`config.mk`:
```
export PLATFORM = sky130hd
export DESIGN_NAME = psc_top
export DESIGN_NICKNAME = d
export VERILOG_FILES = /design/src/logic/psc_sync.v /design/src/logic/psc_top.v /design/src/logic/psc_wait_cnt.v
export VERILOG_INCLUDE_DIRS = /design/src /design/src/shared
export SDC_FILE = /design/constraint.sdc
export NUM_CORES = 1
export LEC_CHECK = 0
export BUFFER_PORTS_ARGS = -buffer_cell sky130_fd_sc_hd__buf_2
export CORE_ASPECT_RATIO = 1.75
export CORE_MARGIN = 2
export CORE_UTILIZATION = 60
export CTS_CLUSTER_SIZE = 14
export DETAILED_ROUTE_END_ITERATION = 12
export GPL_ROUTABILITY_DRIVEN = 0
export PLACE_DENSITY = 0.85
export RECOVER_POWER = 50
export SYNTH_ARGS = -nofsm -noshare
export SYNTH_HDL_FRONTEND = slang
export SYNTH_SLANG_ARGS = --single-unit
export TNS_END_PERCENT = 100
```
`constraint.sdc`:
```
create_clock -name pclk -period 4.85 [get_ports pclk]
set_clock_uncertainty 0.05 [all_clocks]
set_input_delay 0.7275 -clock pclk [delete_from_list [all_inputs] [get_ports pclk]]
set_output_delay 0.7275 -clock pclk [all_outputs]
set_load 0.01 [all_outputs]
```
`src/shared/psc_defines.vh`:
```
`ifndef PSC_DEFINES_VH
`define PSC_DEFINES_VH
// ----------------------------------------
// register byte offsets
// ----------------------------------------
`define PSC_OFF_SYSCTRL 8'h00
`define PSC_OFF_CCR 8'h04
`define PSC_OFF_STATUS 8'h08
`define PSC_OFF_SP 8'h0C
// ----------------------------------------
// field positions
// ----------------------------------------
`define PSC_SYS_SW_STANDBY_SELECT_BIT 7
`define PSC_SYS_UE_BIT 3
`define PSC_CCR_I_BIT 7
`define PSC_CCR_UI_BIT 6
// ----------------------------------------
// reset values
// ----------------------------------------
`define PSC_SYSCTRL_RST 8'h0B
`define PSC_CCR_RST 8'h80
`define PSC_SP_RST 24'h000000
// ----------------------------------------
// vectors and timing
// ----------------------------------------
`define PSC_VEC_RESET 8'h00
`define PSC_VEC_NMI 8'h07
`define PSC_VEC_TRAP_BASE 8'h08
`define PSC_SP_STEP 24'h000004
`define PSC_HW_STANDBY_IN_N_WAIT 8192
`endif

```
`src/logic/psc_sync.v`:
```
`timescale 1ns/1ps
// three-stage synchroniser, output moves only when stages two and three agree
module psc_sync #(
  parameter W = 1,
  parameter [W-1:0] RST_VAL = {W{1'b0}}
) (
  input wire pclk,
  input wire presetn,
  input wire [W-1:0] async_in,
  output reg [W-1:0] sync_out
);
  reg [W-1:0] s1_q;
  reg [W-1:0] s2_q;
  reg [W-1:0] s3_q;
  integer i;

  always @(posedge pclk or negedge presetn) begin
    if (!presetn) begin
      s1_q <= RST_VAL;
      s2_q <= RST_VAL;
      s3_q <= RST_VAL;
      sync_out <= RST_VAL;
    end else begin
      s1_q <= async_in;
      s2_q <= s1_q;
      s3_q <= s2_q;
      for (i = 0; i < W; i = i + 1) begin
        if (s2_q[i] == s3_q[i]) begin
          sync_out[i] <= s3_q[i];
        end
      end
    end
  end
endmodule // psc_sync

```
`src/logic/psc_top.v`:
```
`timescale 1ns/1ps
`include "psc_defines.vh"
// Functional notes
// - cpu is always in exactly one of five states; power-down has three modes
// - every exception fetches a start vector and branches there
// - interrupt and trap push pc then ccr via stack pointer first
// - priority: reset over interrupt over trap
// - interrupts sampled at instruction or exception-sequence end, and throughout sleep and software standby
// - no sampling after ccr and/or/xor/load ops or right after reset
// - trap accepted any time in execution, handled when executed
// - reset pin low stops everything and enters reset state
// - reset exception starts clock-synchronously when reset pin rises
// - reset sets global mask flag; all interrupts masked in reset
// - all interrupts, nmi too, blocked during and right after reset sequence
// - exception sets mask flag, also user flag for interrupt and trap when user enable is 0
// - foreign bus request releases bus; cpu halts meanwhile
// - no interrupt accepted while bus released
// - watchdog overflow also enters reset state
// - sleep with standby select 0 enters sleep, registers kept
// - sleep with standby select 1 halts clock and resets modules
// - hardware standby pin low halts clock and resets modules
// - reset state holds cpu and modules initialised and halted
// - user enable 0 makes user flag a mask, 1 a plain bit
module psc_top #(
  parameter HW_STANDBY_IN_N_WAIT = `PSC_HW_STANDBY_IN_N_WAIT
) (
  input wire pclk,
  input wire presetn,
  input wire psel,
  input wire penable,
  input wire pwrite,
  input wire [7:0] paddr,
  input wire [31:0] pwdata,
  output reg [31:0] prdata,
  output reg pready,
  output reg pslverr,
  input wire reset_in_n,
  input wire hw_standby_in_n,
  input wire bus_req,
  input wire nmi_req,
  input wire irq_req,
  input wire irq_pri_req,
  input wire [7:0] irq_vec,
  input wire wdt_overflow,
  input wire insn_done,
  input wire insn_ccr_op,
  input wire insn_sleep,
  input wire insn_trap,
  input wire [1:0] trap_num,
  output reg [2:0] cpu_state,
  output reg [1:0] pd_mode,
  output reg cpu_halt,
  output reg clock_halt,
  output reg module_reset,
  output reg bus_grant,
  output reg stack_push,
  output reg push_ccr,
  output reg [23:0] stack_addr,
  output reg vec_fetch,
  output reg [7:0] vec_num,
  output reg branch
);
  // ----------------------------------------
  // states and codes
  // ----------------------------------------
  localparam [2:0] ST_EXEC = 3'h0;
  localparam [2:0] ST_EXC = 3'h1;
  localparam [2:0] ST_PDOWN = 3'h2;
  localparam [2:0] ST_RESET = 3'h3;
  localparam [2:0] ST_BUSREL = 3'h4;
  localparam [1:0] PD_SLEEP = 2'h0;
  localparam [1:0] PD_SWSTBY = 2'h1;
  localparam [1:0] PD_HWSTBY = 2'h2;
  localparam [1:0] EX_RESET = 2'h0;
  localparam [1:0] EX_IRQ = 2'h1;
  localparam [1:0] EX_TRAP = 2'h2;
  localparam [2:0] STEP_PC = 3'h0;
  localparam [2:0] STEP_CCR = 3'h1;
  localparam [2:0] STEP_MASK = 3'h2;
  localparam [2:0] STEP_VEC = 3'h3;
  localparam [2:0] STEP_BR = 3'h4;
  localparam WW = 18;

  // ----------------------------------------
  // pin synchronisers
  // ----------------------------------------
  wire [5:0] pins_s;
  psc_sync #(.W(6), .RST_VAL(6'h03)) u_sync (
    .pclk(pclk),
    .presetn(presetn),
    .async_in({irq_pri_req, irq_req, nmi_req, bus_req, hw_standby_in_n, reset_in_n}),
    .sync_out(pins_s)
  );
  wire rst_pin_n = pins_s[0];
  wire hwstby_n = pins_s[1];
  wire busreq_s = pins_s[2];
  wire nmi_s = pins_s[3];
  wire irq_s = pins_s[4];
  wire irqpri_s = pins_s[5];

  // ----------------------------------------
  // state registers
  // ----------------------------------------
  reg [7:0] sysctrl_q;
  reg ccr_i_q;
  reg ccr_ui_q;
  reg [23:0] sp_q;
  reg [1:0] ex_type_q;
  reg [2:0] step_q;
  reg [7:0] vec_q;
  reg irq_block_q;
  reg hw_standby_in_n_load_q;

  wire sw_standby_select = sysctrl_q[`PSC_SYS_SW_STANDBY_SELECT_BIT];
  wire ue = sysctrl_q[`PSC_SYS_UE_BIT];

  // user flag masks only when user enable is clear
  wire ui_masks = ~ue & ccr_ui_q;
  wire irq_acc = ~ccr_i_q & (irq_s | irqpri_s) | (ccr_i_q & ~ui_masks & ~ue & irqpri_s);
  wire any_irq = ~irq_block_q & (nmi_s | irq_acc);
  wire [7:0] irq_vnum = nmi_s ? `PSC_VEC_NMI : irq_vec;
  wire rst_req = ~rst_pin_n | wdt_overflow;

  wire hw_standby_in_n_busy;
  wire hw_standby_in_n_done;
  psc_wait_cnt #(.W(WW)) u_wait (
    .pclk(pclk),
    .presetn(presetn),
    .load(hw_standby_in_n_load_q),
    .load_val(HW_STANDBY_IN_N_WAIT[WW-1:0]),
    .busy(hw_standby_in_n_busy),
    .done(hw_standby_in_n_done)
  );

  // ----------------------------------------
  // apb slave
  // ----------------------------------------
  wire apb_acc = psel & penable & ~pready;
  wire apb_wr = psel & penable & pready & pwrite & ~pslverr;
  wire hit = (paddr == `PSC_OFF_SYSCTRL) | (paddr == `PSC_OFF_CCR) |
             (paddr == `PSC_OFF_STATUS) | (paddr == `PSC_OFF_SP);
  reg [31:0] rd_d;
  always @* begin
    rd_d = 32'h00000000;
    case (paddr)
      `PSC_OFF_SYSCTRL: rd_d = {24'h000000, sysctrl_q};
      `PSC_OFF_CCR: rd_d = {24'h000000, ccr_i_q, ccr_ui_q, 6'h00};
      `PSC_OFF_STATUS: rd_d = {24'h000000, ex_type_q, 1'b0, pd_mode, cpu_state};
      `PSC_OFF_SP: rd_d = {8'h00, sp_q};
      default: rd_d = 32'h00000000;
    endcase
  end

  always @(posedge pclk or negedge presetn) begin
    if (!presetn) begin
      pready <= 1'b0;
      pslverr <= 1'b0;
      prdata <= 32'h00000000;
    end else begin
      pready <= apb_acc;
      pslverr <= apb_acc & ~hit;
      if (apb_acc) begin
        prdata <= pwrite ? 32'h00000000 : rd_d;
      end
    end
  end

  always @(posedge pclk or negedge presetn) begin
    if (!presetn) begin
      sysctrl_q <= `PSC_SYSCTRL_RST;
    end else if (apb_wr && paddr == `PSC_OFF_SYSCTRL) begin
      sysctrl_q <= pwdata[7:0];
    end
  end

  // ----------------------------------------
  // processing state machine
  // ----------------------------------------
  // mask set by hardware beats a software ccr write in the same cycle
  wire hw_mask = (cpu_state == ST_RESET) | (cpu_state == ST_EXC && step_q == STEP_MASK);

  always @(posedge pclk or negedge presetn) begin
    if (!presetn) begin
      ccr_i_q <= 1'b1;
      ccr_ui_q <= 1'b0;
    end else begin
      if (apb_wr && paddr == `PSC_OFF_CCR) begin
        ccr_i_q <= pwdata[`PSC_CCR_I_BIT];
        ccr_ui_q <= pwdata[`PSC_CCR_UI_BIT];
      end
      if (hw_mask) begin
        ccr_i_q <= 1'b1;
        if (cpu_state == ST_EXC && ex_type_q != EX_RESET && !ue) begin
          ccr_ui_q <= 1'b1;
        end
      end
    end
  end

  always @(posedge pclk or negedge presetn) begin
    if (!presetn) begin
      cpu_state <= ST_RESET;
      pd_mode <= PD_SLEEP;
      ex_type_q <= EX_RESET;
      step_q <= STEP_VEC;
      vec_q <= `PSC_VEC_RESET;
      sp_q <= `PSC_SP_RST;
      irq_block_q <= 1'b1;
      hw_standby_in_n_load_q <= 1'b0;
      stack_push <= 1'b0;
      push_ccr <= 1'b0;
      stack_addr <= 24'h000000;
      vec_fetch <= 1'b0;
      vec_num <= 8'h00;
      branch <= 1'b0;
    end else begin
      stack_push <= 1'b0;
      vec_fetch <= 1'b0;
      branch <= 1'b0;
      hw_standby_in_n_load_q <= 1'b0;
      if (apb_wr && paddr == `PSC_OFF_SP) begin
        sp_q <= pwdata[23:0];
      end
      if (!hwstby_n) begin
        cpu_state <= ST_PDOWN;
        pd_mode <= PD_HWSTBY;
      end else if (rst_req) begin
        cpu_state <= ST_RESET;
        irq_block_q <= 1'b1;
      end else begin
        case (cpu_state)
          ST_RESET: begin
            // pin back high: reset sequence, vector only, no stacking
            cpu_state <= ST_EXC;
            ex_type_q <= EX_RESET;
            step_q <= STEP_MASK;
            vec_q <= `PSC_VEC_RESET;
          end
          ST_EXEC: begin
            if (insn_done) begin
              if (any_irq && !insn_ccr_op) begin
                cpu_state <= ST_EXC;
                ex_type_q <= EX_IRQ;
                step_q <= STEP_PC;
                vec_q <= irq_vnum;
              end else if (insn_trap) begin
                cpu_state <= ST_EXC;
                ex_type_q <= EX_TRAP;
                step_q <= STEP_PC;
                vec_q <= `PSC_VEC_TRAP_BASE + {6'h00, trap_num};
              end else if (insn_sleep) begin
                cpu_state <= ST_PDOWN;
                pd_mode <= sw_standby_select ? PD_SWSTBY : PD_SLEEP;
              end else if (busreq_s) begin
                cpu_state <= ST_BUSREL;
              end
              if (!insn_ccr_op) begin
                irq_block_q <= 1'b0;
              end
            end else if (busreq_s) begin
              cpu_state <= ST_BUSREL;
            end
          end
          ST_BUSREL: begin
            // interrupts simply not looked at here
            if (!busreq_s) begin
              cpu_state <= ST_EXEC;
            end
          end
          ST_EXC: begin
            case (step_q)
              STEP_PC: begin
                sp_q <= sp_q - `PSC_SP_STEP;
                stack_addr <= sp_q - `PSC_SP_STEP;
                stack_push <= 1'b1;
                push_ccr <= 1'b0;
                step_q <= STEP_CCR;
              end
              STEP_CCR: begin
                sp_q <= sp_q - `PSC_SP_STEP;
                stack_addr <= sp_q - `PSC_SP_STEP;
                stack_push <= 1'b1;
                push_ccr <= 1'b1;
                step_q <= STEP_MASK;
              end
              STEP_MASK: begin
                step_q <= STEP_VEC;
              end
              STEP_VEC: begin
                vec_fetch <= 1'b1;
                vec_num <= vec_q;
                step_q <= STEP_BR;
              end
              STEP_BR: begin
                branch <= 1'b1;
                if (ex_type_q == EX_RESET) begin
                  cpu_state <= ST_EXEC;
                  // no sampling here; the first instruction boundary may take one
                  irq_block_q <= 1'b0;
                end else if (any_irq) begin
                  // chained interrupt at end of exception sequence
                  ex_type_q <= EX_IRQ;
                  step_q <= STEP_PC;
                  vec_q <= irq_vnum;
                end else begin
                  cpu_state <= ST_EXEC;
                end
              end
              default: begin
                step_q <= STEP_VEC;
              end
            endcase
          end
          ST_PDOWN: begin
            case (pd_mode)
              PD_SLEEP: begin
                if (any_irq) begin
                  cpu_state <= ST_EXC;
                  ex_type_q <= EX_IRQ;
                  step_q <= STEP_PC;
                  vec_q <= irq_vnum;
                end
              end
              PD_SWSTBY: begin
                // oscillator settling wait before the wake exception
                if (any_irq && !hw_standby_in_n_busy && !hw_standby_in_n_load_q && !hw_standby_in_n_done) begin
                  hw_standby_in_n_load_q <= 1'b1;
                  vec_q <= irq_vnum;
                end
                if (hw_standby_in_n_done) begin
                  cpu_state <= ST_EXC;
                  ex_type_q <= EX_IRQ;
                  step_q <= STEP_PC;
                end
              end
              PD_HWSTBY: begin
                // leaving hardware standby always goes through reset
                cpu_state <= ST_RESET;
                irq_block_q <= 1'b1;
              end
              default: begin
                cpu_state <= ST_RESET;
              end
            endcase
          end
          default: begin
            cpu_state <= ST_RESET;
          end
        endcase
      end
    end
  end

  // ----------------------------------------
  // halt, clock and module controls
  // ----------------------------------------
  always @(posedge pclk or negedge presetn) begin
    if (!presetn) begin
      cpu_halt <= 1'b1;
      clock_halt <= 1'b0;
      module_reset <= 1'b1;
      bus_grant <= 1'b0;
    end else begin
      cpu_halt <= (cpu_state == ST_RESET) | (cpu_state == ST_PDOWN) | (cpu_state == ST_BUSREL);
      clock_halt <= (cpu_state == ST_PDOWN) & (pd_mode != PD_SLEEP) & ~hw_standby_in_n_busy;
      module_reset <= (cpu_state == ST_RESET) | ((cpu_state == ST_PDOWN) & (pd_mode != PD_SLEEP));
      bus_grant <= (cpu_state == ST_BUSREL);
    end
  end
endmodule // psc_top

```
`src/logic/psc_wait_cnt.v`:
```
`timescale 1ns/1ps
// load-and-count-down timer, done pulses for one cycle when the count reaches zero
module psc_wait_cnt #(
  parameter W = 16
) (
  input wire pclk,
  input wire presetn,
  input wire load,
  input wire [W-1:0] load_val,
  output reg busy,
  output reg done
);
  reg [W-1:0] cnt_q;

  always @(posedge pclk or negedge presetn) begin
    if (!presetn) begin
      cnt_q <= {W{1'b0}};
      busy <= 1'b0;
      done <= 1'b0;
    end else if (load) begin
      cnt_q <= load_val;
      busy <= 1'b1;
      done <= 1'b0;
    end else if (busy) begin
      cnt_q <= cnt_q - {{(W-1){1'b0}}, 1'b1};
      if (cnt_q == {{(W-1){1'b0}}, 1'b1}) begin
        busy <= 1'b0;
        done <= 1'b1;
      end
    end else begin
      done <= 1'b0;
    end
  end
endmodule // psc_wait_cnt

```
==> results by group <==
STA
  • Worst slew pin tran: 2660 ps
  • Min Tclk post-route: 3450 ps
  • Worst slew margin: -0.774
  • Final Hold Viols: 0
  • Final period utilization: 0.712
  • Top achievable clock speed: 290 MHz
  • Final Setup Violations: 0
  • RSZ-0062 raised after global routing: no
  • Final slew viol count: 101
  • Setup TNS: 0 ps
  • Setup WS post-layout: 1400 ps

Logic synthesis
  • Post-synthesis cell area: 7690 sq um
  • Number of synthesized flops with an enable pin: 0
  • Sequential share of the synthesized area: 0.537
  • Synth unique cells: 75
  • Post-synth ARST share: 1.00
  • Synth Register Bits: 164
  • Syn_area_per_cell: 11.0 sq um
  • Mapped Cells: 702
  • Yosys warns: 0
  • Predominant post-synthesis flop cell: dfrtp_1

Worst setup path
  • Max FO, Critical Path: 73
  • Critical R2R Launch: cpu_state[0]$_DFFE_PN1P_
  • Beginning of the critical path: cpu_state[0]$_DFFE_PN1P_
  • CP startpoint kind: flop
  • CP Capture Point: sp_q[21]$_DFF_PN0_
  • Critical path arrival: 3690 ps
  • Worst endpoint required time: 5090 ps
  • Crit end category: flop
  • Reg2Reg Depth: 6
  • Crit Path Class: reg2reg
  • R2R Setup Slk: 1400 ps
  • Worst r2r dst: sp_q[21]$_DFF_PN0_

Detailed routing
  • Via count: 6126
  • DRC: 0
  • Final WL: 19200 microns
  • TritonRoute pass-1 iters: 5
  • Drt wl/cell: 19.4 microns
  • Antenna Nets Post-Route: 0
  • Initial drt markers: 433
  • Vias/cell: 6.16

Floorplanning
  • I/O pins: 145
  • DIE WIDTH: 89.6 microns
  • Die ar.: 13800 sq um
  • Std-Cell Rows: 54
  • Placeable Area: 12500 sq um
  • Die H: 154 microns
  • Starting Density: 0.616

Final layout
  • # diodes: 0
  • Area grow syn2layout: 15.9%
  • Layout cells sized above 1: 0.265
  • Nets: 883
  • Fillers: 905

Placement
  • Port Buffer Count: 128
  • Dpl ws: 1520 ps
  • Detailed Place HPWL: 13800 microns

Clocking
  • Max clock buf depth: 2
  • Clock latency on the worst-skew pair: 430 ps
  • CTS buffer count: 17
  • Sink Count: 164
  • Post-CTS setup buffers: 0
  • CTS Root Cell: clkbuf_16
  • CTS hold repair buffers: 0
  • TritonCTS clock tree: done
  • H-tree levels: 4
  • Post-CTS sizing: 0
  • Worst-path clk slew: 70 ps

Global route
  • GR Overflow Total: 0
  • Vias in the first global route: 6336
  • GRT Util Overall: 0.287
  • First-pass GRT wire length: 30600 microns
  • Largest net degree at the start of global routing: 74
  • Antenna violations before repair: 0

Run status
  • Failing checks: capacitance limit, slew limit
  • Status: complete, but fails checks

Run
  • Max-cap violations: 2

Worst hold path
  • HP Class: in2async

Power
  • VDD IR max: 0.000259 V
  • PD cells: 352 nW/um^2
  • Leakage Power: 4.24 nW
==> report_power, final <==
part           switching [mW]  internal [mW]  total, mW  leakage, nW
Sequential             0.0715           1.43       1.50         2.15
Clock                   0.571          0.814       1.38        0.284
Combinational           0.155          0.103      0.258         1.81
Total                   0.798           2.34       3.14         4.24
==> critical path: stages (launching register included) <==
cell	delay, ps
dfstp_1	790
or3b_1	590
or4_4	810
inv_6	320
nor3_4	160
a222oi_1	410
o31ai_1	130
==> metrics by stage <==
| step | instances | cell area [sq um] | total power, mW | hold WS, ps | utilization |
|---|---|---|---|---|---|
| CTS | 994 | 8930 | 3.15 | 254 | 0.714 |
| global route | 994 | 8920 | 3.24 | 265 | 0.714 |
| detailed placement | 963 | 8330 | 1.78 | 292 | 0.666 |
| floorplan | 709 | 7720 | 1.67 | 281 | - |
| finish | 994 | 8920 | 3.14 | 222 | 0.714 |
| global placement | 963 | 8330 | 1.77 | 286 | 0.666 |
==> state kept, by name (all words and copies together), names as in the netlist, 2 cells and up <==
name	cells
prdata	24
step_q	3
vec_q	8
u_sync.sync_out	6
u_wait.cnt_q	18
u_sync.s3_q	6
pd_mode	2
cpu_state	3
vec_num	8
sysctrl_q	8
stack_addr	24
u_sync.s1_q	6
sp_q	24
u_sync.s2_q	6
ex_type_q	2
==> synthesized netlist by cell type (14+ instances only) <==
master / instances / area share
clkbuf_1: 22 / 0.011
dfrtp_1: 145 / 0.47
o21ai_0: 44 / 0.029
mux2_2: 16 / 0.023
nor3_1: 21 / 0.014
inv_1: 14 / 0.0068
nor2_1: 50 / 0.024
dfstp_2: 19 / 0.065
a22o_1: 25 / 0.028
xor2_1: 14 / 0.016
nand2_1: 70 / 0.034
a21oi_1: 18 / 0.012
xnor2_1: 20 / 0.023
==> worst min path at each step <==
stage / startpoint / end / slack [ps] / cells past startpoint
finish: presetn / stack_addr[16]$_DFFE_PN0P_ / 220 / 1
detailed placement: u_sync.s1_q[2]$_DFF_PN0_ / u_sync.s2_q[2]$_DFF_PN0_ / 290 / 0
global placement: u_sync.s1_q[4]$_DFF_PN0_ / u_sync.s2_q[4]$_DFF_PN0_ / 290 / 0
global route: presetn / stack_addr[16]$_DFFE_PN0P_ / 260 / 1
CTS: presetn / stack_addr[16]$_DFFE_PN0P_ / 250 / 1
floorplan: u_sync.s1_q[2]$_DFF_PN0_ / u_sync.s2_q[2]$_DFF_PN0_ / 280 / 0
==> cell families after synthesis <==
logic type	synth area share
other	0.000487
adder cells (fa/ha/maj)	0.0127
multiplexers	0.0410
XOR/XNOR	0.0387
flip-flops	0.537
buffers and inverters	0.0433
AND/OR/NAND/NOR	0.173
AO/OA/AOI/OAI	0.154
==> cell type report <==
type,instances,area (sq um),area share
sequential,164,4130,0.463
multi-input combinational,485,3260,0.365
timing repair buffer,131,658,0.0738
clock buffer,17,425,0.0477
tap,168,210,0.0236
clock inverter,14,176,0.0198
inverter,15,61.3,0.00687
==> cells in the final DEF (no fill, tap or decap), types with 5 or more instances in the layout <==
master     synthesis  routed
a211o_1            6       6
a211oi_1           6       6
a21o_1             7       7
a21oi_1           18      18
a221o_1            9       9
a22o_1            25      25
a32o_1            10      10
and2_1             7       7
buf_2              6     127
clkbuf_16          0      17
conb_1             1       8
dfrtp_1          145     145
dfstp_2           19      15
inv_1             14      14
inv_6              1       5
maj3_1             6       6
mux2_2            16      16
mux2i_1            9       9
nand2_1           70      70
nand2b_1           6       6
nand3_1           13      13
nand3b_1           5       5
nor2_1            50      50
nor2b_1            5       5
nor3_1            21      21
nor3b_1            9       9
nor4_1            10      10
o211ai_1           6       6
o21ai_0           44      44
or3_1              8       8
or4_1              5       5
or4_4              7       7
xnor2_1           20      20
xor2_1            14      14
==> metal layers <==
layer	vias up	global-route usage	part of all wire
met2	273	0.508	0.55
met1	3035	0.320	0.36
met5	-	0	0
met3	63	0.0531	0.050
li1	2755	-	-
met4	0	0.135	0.040
Power figures use the tool's default switching activity.
